===== src/hw/bsfx_pkg.sv =====
// Purpose: Shared constants, operation codes and carrier structs for the
//          branch, skip, compare and fractional multiply execution block.
// Assumes: One core clock, synchronous active-high reset, 16-bit word PC.
// Notes:   Status bit positions and register offsets are fixed here only.

package bsfx_pkg;

   // ********************************************************************
   // Widths, flag positions and masks
   // ********************************************************************
   localparam int unsigned BSFX_PC_W = 16;
   localparam int unsigned BSFX_REG_AW = 4;

   localparam logic [2:0] FLAG_C = 3'h0;
   localparam logic [2:0] FLAG_Z = 3'h1;
   localparam logic [2:0] FLAG_N = 3'h2;
   localparam logic [2:0] FLAG_V = 3'h3;
   localparam logic [2:0] FLAG_H = 3'h5;
   localparam logic [2:0] FLAG_T = 3'h6;
   localparam logic [2:0] FLAG_I = 3'h7;

   localparam logic [7:0] MASK_MUL = 8'h03;
   localparam logic [7:0] MASK_CMP = 8'h2F;
   localparam logic [7:0] MASK_NONE = 8'h00;

   // ********************************************************************
   // Cycle counts and program counter steps
   // ********************************************************************
   localparam logic [1:0] CYC_ONE = 2'h1;
   localparam logic [1:0] CYC_TWO = 2'h2;
   localparam logic [1:0] CYC_THREE = 2'h3;

   localparam logic [15:0] PC_STEP = 16'h0001;
   localparam logic [15:0] PC_SKIP_ONE = 16'h0002;
   localparam logic [15:0] PC_SKIP_TWO = 16'h0003;

   // ********************************************************************
   // Register port map and reset values
   // ********************************************************************
   localparam logic [3:0] ADDR_CTRL = 4'h0;
   localparam logic [3:0] ADDR_STAT = 4'h1;
   localparam logic [3:0] ADDR_TAKEN = 4'h2;
   localparam logic [3:0] ADDR_PC_LO = 4'h3;
   localparam logic [3:0] ADDR_PC_HI = 4'h4;

   localparam logic [7:0] CTRL_RESET = 8'h01;
   localparam int unsigned CTRL_EN_BIT = 0;
   localparam int unsigned STAT_BUSY_BIT = 0;
   localparam int unsigned STAT_TAKEN_BIT = 1;
   localparam int unsigned STAT_CYC_LSB = 2;

   // ********************************************************************
   // Operations and carriers
   // ********************************************************************
   typedef enum logic [5:0] {
      op_nop,
      op_mul_signed_by_unsigned,
      op_frac_mul_unsigned,
      op_frac_mul_signed,
      op_frac_mul_mixed,
      op_indirect_jump,
      op_indirect_call,
      op_compare_skip_equal,
      op_compare_registers,
      op_compare_with_carry,
      op_compare_immediate,
      op_skip_reg_bit_clear,
      op_skip_reg_bit_set,
      op_skip_io_bit_clear,
      op_skip_io_bit_set,
      op_branch_flag_set,
      op_branch_flag_clear,
      op_branch_equal,
      op_branch_not_equal,
      op_branch_carry_set,
      op_branch_carry_clear,
      op_branch_same_higher,
      op_branch_lower,
      op_branch_minus,
      op_branch_plus,
      op_branch_signed_ge,
      op_branch_signed_lt,
      op_branch_halfcarry_set,
      op_branch_halfcarry_clear,
      op_branch_tbit_set,
      op_branch_tbit_clear,
      op_branch_overflow_set,
      op_branch_overflow_clear,
      op_branch_int_enabled,
      op_branch_int_disabled
   } bsfx_op_e;

   typedef struct packed {
      bsfx_op_e op;
      logic [7:0] rd;
      logic [7:0] rr;
      logic [7:0] imm;
      logic [2:0] bit_sel;
      logic [2:0] flag_sel;
      logic [6:0] offset;
      logic [15:0] pc;
      logic [15:0] z_ptr;
      logic [7:0] status;
      logic io_bit;
      logic next_two_word;
   } bsfx_req_s;

   typedef struct packed {
      logic [15:0] pc_next;
      logic prod_wr;
      logic [15:0] product;
      logic [7:0] flag_wr;
      logic [7:0] status;
      logic push;
      logic [15:0] ret_addr;
      logic taken;
      logic [1:0] cycles;
   } bsfx_res_s;

endpackage


===== src/hw/bsfx_exec.sv =====
// Purpose: Executes multiply, indirect jump and call, compare, skip and
//          conditional branch operations for the core sequencer.
// Assumes: The decoder hands over one operation with all operands read.
// Notes:   Results are held stable from res_valid until the next accept.

`timescale 1ns/10ps

module bsfx_exec (
   input wire logic clock,
   input wire logic srst,
   input wire bsfx_pkg::bsfx_req_s req,
   input wire logic req_valid,
   output logic req_ready,
   output bsfx_pkg::bsfx_res_s res,
   output logic res_valid,
   input wire logic [3:0] reg_addr,
   input wire logic [7:0] reg_wdata,
   input wire logic reg_wr,
   input wire logic reg_rd,
   output logic [7:0] reg_rdata
);
   import bsfx_pkg::*;

   // ********************************************************************
   // Helper functions
   // ********************************************************************

   // Status after a compare; the carry form keeps Z only if already set,
   // so that multi-byte compares chain correctly.
   function automatic logic [7:0] bsfx_cmp_status(
      input logic [7:0] st,
      input logic [7:0] a,
      input logic [7:0] b,
      input logic with_carry
   );
      logic [7:0] d;
      logic [7:0] s;
      logic cin;
      cin = with_carry & st[FLAG_C];
      d = a - b - {7'h00, cin};
      s = st;
      s[FLAG_H] = (~a[3] & b[3]) | (b[3] & d[3]) | (d[3] & ~a[3]);
      s[FLAG_V] = (a[7] & ~b[7] & ~d[7]) | (~a[7] & b[7] & d[7]);
      s[FLAG_N] = d[7];
      s[FLAG_C] = (~a[7] & b[7]) | (b[7] & d[7]) | (d[7] & ~a[7]);
      s[FLAG_Z] = (d == 8'h00) & (~with_carry | st[FLAG_Z]);
      return s;
   endfunction

   function automatic logic bsfx_flag(
      input logic [7:0] st,
      input logic [2:0] idx
   );
      return st[idx];
   endfunction

   // ********************************************************************
   // Declarations
   // ********************************************************************
   typedef enum logic {
      st_idle,
      st_wait
   } bsfx_state_e;

   bsfx_state_e state_r;
   bsfx_state_e state_nxt;
   logic [1:0] cnt_r;
   logic [1:0] cnt_nxt;
   bsfx_res_s res_r;
   bsfx_res_s res_c;
   logic res_valid_r;
   logic [7:0] ctrl_r;
   logic [7:0] taken_cnt_r;
   logic [7:0] taken_cnt_nxt;
   logic [7:0] rdata_r;
   logic [7:0] rdata_nxt;

   logic accept;
   logic [15:0] pc_inc;
   logic [15:0] pc_rel;
   logic [15:0] pc_skip;
   logic [1:0] skip_cycles;
   logic mul_a_signed;
   logic mul_b_signed;
   logic mul_frac;
   logic [17:0] mul_full;
   logic [15:0] mul_raw;
   logic [15:0] mul_prod;
   logic [7:0] mul_status;
   logic sel_ctrl;
   logic sel_stat;
   logic sel_taken;
   logic sel_pc_lo;
   logic sel_pc_hi;
   logic taken_inc;
   logic taken_clr;
   logic [7:0] stat_word;

   // ********************************************************************
   // Operand paths
   // ********************************************************************
   assign pc_inc = req.pc + PC_STEP;
   assign pc_rel = req.pc + {{9{req.offset[6]}}, req.offset} + PC_STEP;
   assign pc_skip = req.pc + (req.next_two_word ? PC_SKIP_TWO : PC_SKIP_ONE);
   assign skip_cycles = req.next_two_word ? CYC_THREE : CYC_TWO;

   // Only the signed-by-signed fractional form extends the second operand.
   assign mul_a_signed = (req.op == op_mul_signed_by_unsigned) ||
                         (req.op == op_frac_mul_signed) ||
                         (req.op == op_frac_mul_mixed);
   assign mul_b_signed = (req.op == op_frac_mul_signed);
   assign mul_frac = (req.op == op_frac_mul_unsigned) ||
                     (req.op == op_frac_mul_signed) ||
                     (req.op == op_frac_mul_mixed);
   assign mul_full = 18'($signed({mul_a_signed & req.rd[7], req.rd}) *
                         $signed({mul_b_signed & req.rr[7], req.rr}));
   assign mul_raw = mul_full[15:0];
   assign mul_prod = mul_frac ? {mul_raw[14:0], 1'b0} : mul_raw;

   // Carry takes the product's top bit before the fractional shift.
   always_comb
   begin
      mul_status = req.status;
      mul_status[FLAG_C] = mul_raw[15];
      mul_status[FLAG_Z] = (mul_prod == 16'h0000);
   end

   // ********************************************************************
   // Operation decode
   // ********************************************************************
   always_comb
   begin
      logic is_skip;
      logic is_branch;
      logic cond;
      is_skip = req.op inside {op_compare_skip_equal,
                               [op_skip_reg_bit_clear:op_skip_io_bit_set]};
      is_branch = req.op inside {[op_branch_flag_set:op_branch_int_disabled]};
      cond = 1'b0;
      res_c.pc_next = pc_inc;
      res_c.prod_wr = 1'b0;
      res_c.product = mul_prod;
      res_c.flag_wr = MASK_NONE;
      res_c.status = req.status;
      res_c.push = 1'b0;
      res_c.ret_addr = pc_inc;
      res_c.taken = 1'b0;
      res_c.cycles = CYC_ONE;
      unique case (req.op)
         op_mul_signed_by_unsigned:
         begin
            res_c.prod_wr = 1'b1;
            res_c.flag_wr = MASK_MUL;
            res_c.status = mul_status;
            res_c.cycles = CYC_TWO;
         end
         op_frac_mul_unsigned, op_frac_mul_signed, op_frac_mul_mixed:
         begin
            res_c.prod_wr = 1'b1;
            res_c.flag_wr = MASK_MUL;
            res_c.status = mul_status;
            res_c.cycles = CYC_TWO;
         end
         op_indirect_jump:
         begin
            res_c.pc_next = req.z_ptr;
            res_c.taken = 1'b1;
            res_c.cycles = CYC_TWO;
         end
         op_indirect_call:
         begin
            res_c.pc_next = req.z_ptr;
            res_c.push = 1'b1;
            res_c.taken = 1'b1;
            res_c.cycles = CYC_THREE;
         end
         op_compare_skip_equal: cond = (req.rd == req.rr);
         op_compare_registers:
         begin
            res_c.flag_wr = MASK_CMP;
            res_c.status = bsfx_cmp_status(req.status, req.rd, req.rr, 1'b0);
         end
         op_compare_with_carry:
         begin
            res_c.flag_wr = MASK_CMP;
            res_c.status = bsfx_cmp_status(req.status, req.rd, req.rr, 1'b1);
         end
         op_compare_immediate:
         begin
            res_c.flag_wr = MASK_CMP;
            res_c.status = bsfx_cmp_status(req.status, req.rd, req.imm, 1'b0);
         end
         op_skip_reg_bit_clear: cond = ~req.rr[req.bit_sel];
         op_skip_reg_bit_set: cond = req.rr[req.bit_sel];
         op_skip_io_bit_clear: cond = ~req.io_bit;
         op_skip_io_bit_set: cond = req.io_bit;
         op_branch_flag_set: cond = bsfx_flag(req.status, req.flag_sel);
         op_branch_flag_clear: cond = ~bsfx_flag(req.status, req.flag_sel);
         op_branch_equal: cond = bsfx_flag(req.status, FLAG_Z);
         op_branch_not_equal: cond = ~bsfx_flag(req.status, FLAG_Z);
         op_branch_carry_set, op_branch_lower:
            cond = bsfx_flag(req.status, FLAG_C);
         op_branch_carry_clear, op_branch_same_higher:
            cond = ~bsfx_flag(req.status, FLAG_C);
         op_branch_minus: cond = bsfx_flag(req.status, FLAG_N);
         op_branch_plus: cond = ~bsfx_flag(req.status, FLAG_N);
         op_branch_signed_ge: cond = ~(req.status[FLAG_N] ^ req.status[FLAG_V]);
         op_branch_signed_lt: cond = req.status[FLAG_N] ^ req.status[FLAG_V];
         op_branch_halfcarry_set: cond = bsfx_flag(req.status, FLAG_H);
         op_branch_halfcarry_clear: cond = ~bsfx_flag(req.status, FLAG_H);
         op_branch_tbit_set: cond = bsfx_flag(req.status, FLAG_T);
         op_branch_tbit_clear: cond = ~bsfx_flag(req.status, FLAG_T);
         op_branch_overflow_set: cond = bsfx_flag(req.status, FLAG_V);
         op_branch_overflow_clear: cond = ~bsfx_flag(req.status, FLAG_V);
         op_branch_int_enabled: cond = bsfx_flag(req.status, FLAG_I);
         op_branch_int_disabled: cond = ~bsfx_flag(req.status, FLAG_I);
         // No-operation and unused codes take one cycle.
         default: res_c.cycles = CYC_ONE;
      endcase
      if (is_skip && cond)
      begin
         res_c.pc_next = pc_skip;
         res_c.taken = 1'b1;
         res_c.cycles = skip_cycles;
      end
      if (is_branch && cond)
      begin
         res_c.pc_next = pc_rel;
         res_c.taken = 1'b1;
         res_c.cycles = CYC_TWO;
      end
   end

   // ********************************************************************
   // Sequencer
   // ********************************************************************
   // The whole result is computed in the accept cycle and held; later
   // cycles only stretch the operation to its documented length.
   assign req_ready = (state_r == st_idle) && ctrl_r[CTRL_EN_BIT];
   assign accept = req_valid && req_ready;

   always_comb
   begin
      state_nxt = state_r;
      cnt_nxt = cnt_r;
      unique case (state_r)
         st_idle:
         begin
            if (accept && (res_c.cycles != CYC_ONE))
            begin
               state_nxt = st_wait;
               cnt_nxt = res_c.cycles - CYC_TWO;
            end
         end
         st_wait:
         begin
            if (cnt_r == 2'h0)
            begin
               state_nxt = st_idle;
            end
            else
            begin
               cnt_nxt = cnt_r - 2'h1;
            end
         end
      endcase
   end

   always_ff @(posedge clock)
   begin
      if (srst)
      begin
         state_r <= st_idle;
         cnt_r <= 2'h0;
         res_r <= '0;
         res_valid_r <= 1'b0;
      end
      else
      begin
         state_r <= state_nxt;
         cnt_r <= cnt_nxt;
         res_valid_r <= (accept && (res_c.cycles == CYC_ONE)) ||
                        ((state_r == st_wait) && (cnt_r == 2'h0));
         if (accept)
         begin
            res_r <= res_c;
         end
      end
   end

   assign res = res_r;
   assign res_valid = res_valid_r;

   // ********************************************************************
   // Register port
   // ********************************************************************
   assign sel_ctrl = (reg_addr == ADDR_CTRL);
   assign sel_stat = (reg_addr == ADDR_STAT);
   assign sel_taken = (reg_addr == ADDR_TAKEN);
   assign sel_pc_lo = (reg_addr == ADDR_PC_LO);
   assign sel_pc_hi = (reg_addr == ADDR_PC_HI);

   // A completion landing on the clearing write still counts.
   assign taken_inc = res_valid_r && res_r.taken;
   assign taken_clr = reg_wr && sel_taken;
   assign taken_cnt_nxt = taken_clr ? {7'h00, taken_inc} :
                          taken_cnt_r + {7'h00, taken_inc};

   always_comb
   begin
      stat_word = 8'h00;
      stat_word[STAT_BUSY_BIT] = (state_r != st_idle);
      stat_word[STAT_TAKEN_BIT] = res_r.taken;
      stat_word[STAT_CYC_LSB +: 2] = res_r.cycles;
   end

   assign rdata_nxt = !reg_rd ? 8'h00 :
                      sel_ctrl ? ctrl_r :
                      sel_stat ? stat_word :
                      sel_taken ? taken_cnt_r :
                      sel_pc_lo ? res_r.pc_next[7:0] :
                      sel_pc_hi ? res_r.pc_next[15:8] :
                      8'h00;

   always_ff @(posedge clock)
   begin
      if (srst)
      begin
         ctrl_r <= CTRL_RESET;
         taken_cnt_r <= 8'h00;
         rdata_r <= 8'h00;
      end
      else
      begin
         if (reg_wr && sel_ctrl)
         begin
            ctrl_r <= reg_wdata;
         end
         taken_cnt_r <= taken_cnt_nxt;
         rdata_r <= rdata_nxt;
      end
   end

   assign reg_rdata = rdata_r;

endmodule


===== config.mk =====
export PLATFORM = sky130hd
export DESIGN_NAME = bsfx_exec
export DESIGN_NICKNAME = d
export VERILOG_FILES = /design/src/hw/bsfx_pkg.sv /design/src/hw/bsfx_exec.sv
export SDC_FILE = /design/constraint.sdc
export NUM_CORES = 1
export LEC_CHECK = 0
export BUFFER_PORTS_ARGS = -buffer_cell sky130_fd_sc_hd__buf_4
export CAP_MARGIN = 20
export CORE_ASPECT_RATIO = 1.4
export CORE_UTILIZATION = 40
export DETAILED_ROUTE_END_ITERATION = 10
export GPL_TIMING_DRIVEN = 0
export RECOVER_POWER = 50
export SYNTH_ARGS = -nofsm -noshare
export SYNTH_HDL_FRONTEND = slang
export SYNTH_SLANG_ARGS = --single-unit

===== constraint.sdc =====
create_clock -name clock -period 8.5 [get_ports clock]
set_input_delay 0.85 -clock clock [delete_from_list [all_inputs] [get_ports clock]]
set_output_delay 0.85 -clock clock [all_outputs]
set_load 0.02 [all_outputs]

==> flow_results.xml <==
<?xml version="1.0" encoding="UTF-8"?>
<metrics>
  <group name="layout">
    <metric name="final_net_count" unit="">1662</metric>
    <metric name="layout.filler_cells" unit="">2501</metric>
    <metric name="antenna_cells" unit="">0</metric>
    <metric name="syn_to_final_growth" unit="%">17.4</metric>
    <metric name="share_of_post_route_cells_with_drive_strength_above_1" unit="%">11.4</metric>
    <metric name="final_cell_area" unit="um2">11600</metric>
  </group>
  <group name="clocking">
    <metric name="latest_clock_arrival_within_the_worst_skew_pair" unit="ns">0.36</metric>
    <metric name="clock_tree_from_tritoncts" unit="">built</metric>
    <metric name="cts.path.max_buffers" unit="">2</metric>
    <metric name="cts-root-buf" unit="">clkbuf_16</metric>
    <metric name="cts_max_level" unit="">3</metric>
    <metric name="post-cts-setup-buffers" unit="">0</metric>
    <metric name="path_clk_slew" unit="ns">0.08</metric>
    <metric name="tritoncts_num_sinks" unit="">91</metric>
    <metric name="cts_made_buffers" unit="">9</metric>
    <metric name="ctsHoldBuffers" unit="">0</metric>
    <metric name="post_cts_resized" unit="">0</metric>
  </group>
  <group name="logic_synthesis">
    <metric name="yosys.cell_types.count" unit="">78</metric>
    <metric name="netlist.area_leader.share" unit="%">18.4</metric>
    <metric name="postSynthCellCount" unit="">1220</metric>
    <metric name="synth_async_sr_flop_share" unit="%">0</metric>
    <metric name="ys_top_cells_by_count" unit="">nor2_1 (155), inv_1 (122), dfxtp_1 (91)</metric>
    <metric name="postSynthAreaPerCell" unit="um2">8.13</metric>
    <metric name="synth_flop_cell" unit="">dfxtp_1</metric>
    <metric name="yosysWarningCount" unit="">0</metric>
    <metric name="synth_top_area_cell" unit="">dfxtp_1</metric>
    <metric name="synthesis.area" unit="um2">9920</metric>
    <metric name="synth.most_common_cell" unit="">nor2_1</metric>
    <metric name="synth.yosys.seq_area_share" unit="%">18.4</metric>
    <metric name="synth_enable_flop_cells" unit="">0</metric>
    <metric name="yosys_register_bits" unit="">91</metric>
    <metric name="ys_top_cells_by_area" unit="">dfxtp_1 (18%), fa_1 (14%), ha_1 (10%)</metric>
  </group>
  <group name="sta">
    <metric name="slew_headroom" unit="%">32.4</metric>
    <metric name="skew" unit="ns">0.0103</metric>
    <metric name="period_minus_slack" unit="ns">7.14</metric>
    <metric name="worst_slew_pin_slew" unit="ns">1.01</metric>
    <metric name="rsz0062_at_grt" unit="">false</metric>
    <metric name="final.period_utilization" unit="%">84.0</metric>
    <metric name="max_freq" unit="GHz">0.140</metric>
    <metric name="final-setup-viol-count" unit="">0</metric>
    <metric name="final.setup.worst_slack" unit="ns">1.36</metric>
    <metric name="report.final.hold_viol_count" unit="">0</metric>
    <metric name="report.final.slew_viol_count" unit="">0</metric>
    <metric name="setup_total_negative_slack" unit="ns">0</metric>
  </group>
  <group name="pwr">
    <metric name="switchingPower" unit="W">0.000847</metric>
    <metric name="clkPwrFrac" unit="%">21.9</metric>
    <metric name="irDropWorstVdd" unit="V">0.000120</metric>
    <metric name="total_power" unit="W">0.00192</metric>
    <metric name="power_frac_comb" unit="%">51.5</metric>
    <metric name="power.static_leakage" unit="nW">5.25</metric>
    <metric name="sequentialPowerShare" unit="%">26.6</metric>
    <metric name="internal-power" unit="W">0.00107</metric>
    <metric name="sw_frac_of_total" unit="%">44.2</metric>
    <metric name="pwr_per_cell_area" unit="nW/um2">165</metric>
  </group>
  <group name="floorplan">
    <metric name="floorplan.die_area" unit="um2">25400</metric>
    <metric name="chipWidth" unit="um">135</metric>
    <metric name="rows" unit="">67</metric>
    <metric name="coreArea" unit="um2">24100</metric>
    <metric name="io_pins" unit="">181</metric>
    <metric name="die_height" unit="um">188</metric>
    <metric name="starting_utilization_of_the_core_area" unit="%">41.1</metric>
  </group>
  <group name="worst_setup_path">
    <metric name="worst-endpoint-required" unit="ns">8.76</metric>
    <metric name="start_kind" unit="">primary input</metric>
    <metric name="timing.critical_path.to_type" unit="">flop</metric>
    <metric name="worst_ep_arrival_time" unit="ns">7.40</metric>
    <metric name="crit_path_max_fanout" unit="">10</metric>
    <metric name="rr_worst_depth" unit="">7</metric>
    <metric name="crit_type" unit="">in2reg</metric>
  </group>
  <group name="drt">
    <metric name="detail_route.drc_violations" unit="">0</metric>
    <metric name="drt-wirelength-per-cell" unit="um">19.8</metric>
    <metric name="drt_pass1_iterations" unit="">7</metric>
    <metric name="vias_per_cell" unit="">5.60</metric>
    <metric name="drt_iter0_markers" unit="">554</metric>
    <metric name="detailroute.via_count" unit="">9641</metric>
    <metric name="routed_wl" unit="um">34100</metric>
    <metric name="number_of_nets_with_antenna_violations_after_detailed_routing" unit="">0</metric>
  </group>
  <group name="placement">
    <metric name="gp_congestion" unit="">0.946</metric>
    <metric name="placed_area" unit="um2">11600</metric>
    <metric name="portBuffers" unit="">174</metric>
    <metric name="detailedPlacementHpwl" unit="um">27600</metric>
    <metric name="dp_worst_setup_slack" unit="ns">1.01</metric>
  </group>
  <group name="global_routing">
    <metric name="first_pass_grt_wire_length" unit="um">53000</metric>
    <metric name="antenna_found_initial" unit="">0</metric>
    <metric name="groute.usage.overall" unit="%">27.2</metric>
    <metric name="pin_count_of_the_biggest_net_entering_global_routing" unit="">20</metric>
    <metric name="vias_in_the_first_global_route" unit="">9683</metric>
    <metric name="globalRoute.totalOverflow" unit="">0</metric>
  </group>
  <group name="flow_run">
    <metric name="maxCapViolations" unit="">0</metric>
  </group>
  <group name="worst_hold_path">
    <metric name="min-delay-path-class" unit="">reg2reg</metric>
    <metric name="worstHoldPathCells" unit="">2</metric>
  </group>
  <group name="run_status">
    <metric name="status" unit="">finished clean</metric>
  </group>
</metrics>
## layer usage
layer	up-vias	GRT usage, %	part of all wire, %
met2	343	49.7	51
met5	-	0	0
met4	0	16.3	6.2
met3	102	2.56	4.7
met1	4612	30.1	38
li1	4584	-	-
## critical path, cell delays in order
cell,delay [ns]
buf_4,0.12
buf_4,0.17
nor3_2,0.53
nand4_1,0.63
nor2_1,0.34
fa_1,0.46
fa_1,0.52
fa_1,0.54
inv_1,0.05
fa_1,0.50
fa_1,0.51
inv_1,0.04
ha_1,0.32
a21oi_1,0.22
o21bai_1,0.11
a2111o_1,0.45
a41o_1,0.26
xnor2_1,0.40
nand2_1,0.14
a32o_1,0.23
## through the flow
step / std cells / util (%) / hold slack (ns)
after floorplan: 1222 / - / 0.441
after global routing: 1722 / 48.2 / 0.477
after detailed placement: 1706 / 48.1 / 0.447
after global placement: 1706 / 48.1 / 0.445
after CTS: 1722 / 49.4 / 0.458
final: 1722 / 48.2 / 0.456
## sequential cells by signal, summed over array words and instances, names as in the netlist
| register | count |
|---|---|
| taken_cnt_r | 8 |
| ctrl_r | 8 |
| res_valid | 1 |
| cnt_r | 2 |
| reg_rdata | 8 |
| res | 63 |
| state_r | 1 |
## final timing paths
| check | slack, ns | endpoint | start |
|---|---|---|---|
| max | 1.36 | res[51] | req[82] |
| min | 0.46 | res[24] | res[24] |
| max reg2reg | 5.63 | res[27] | state_r |
| min reg2reg | 0.46 | res[24] | res[24] |
## layout by cell type (no fill, tap or decap), drive strengths merged, types with 9 or more instances in the layout
master  instances
nor2          155
inv           126
clkbuf        125
buf           119
dfxtp          91
ha             83
nand2          81
fa             70
a21oi          57
xnor2          46
o21ai          44
mux2i          43
and2           42
nand3          32
nor3           32
a211oi         28
nand4          16
o21a           15
xor2           15
a21o           14
nand2b         12
o211ai         11
nor2b          10
nor4            9
## logic make-up (layout without fill, tap and decap cells)
family / after synthesis / after routing / synth area share, %
compound gates: 246 / 246 / 16.9
xor+xnor: 61 / 61 / 5.39
fa+ha+maj: 153 / 153 / 24.6
buf+inv: 184 / 374 / 7.40
flops: 91 / 91 / 18.4
mux: 56 / 56 / 6.42
other cells: 1 / 3 / 0.0378
simple gates: 428 / 428 / 20.9
## area by class of cell
cell class | instances | area [um2] | area share, %
clock buffers | 9 | 225 | 1.93
clock inverters | 7 | 76.3 | 0.655
repair buffers | 174 | 1030 | 8.83
multi-input cells | 947 | 7370 | 63.3
inverters | 123 | 462 | 3.96
plain buffers | 61 | 273 | 2.34
well taps | 310 | 388 | 3.33
flip-flops and latches | 91 | 1820 | 15.6
## power groups by stage
stage	combinational, W	sequential (W)	clock, W
2_1_floorplan	0.000653	0.000549	0
5_1_grt	0.00112	0.000513	0.000437
3_5_place_dp	0.00102	0.000520	0
4_1_cts	0.00102	0.000510	0.000422
6_report	0.000988	0.000510	0.000419
3_3_place_gp	0.00101	0.000520	0
Power figures use the tool's default switching activity.
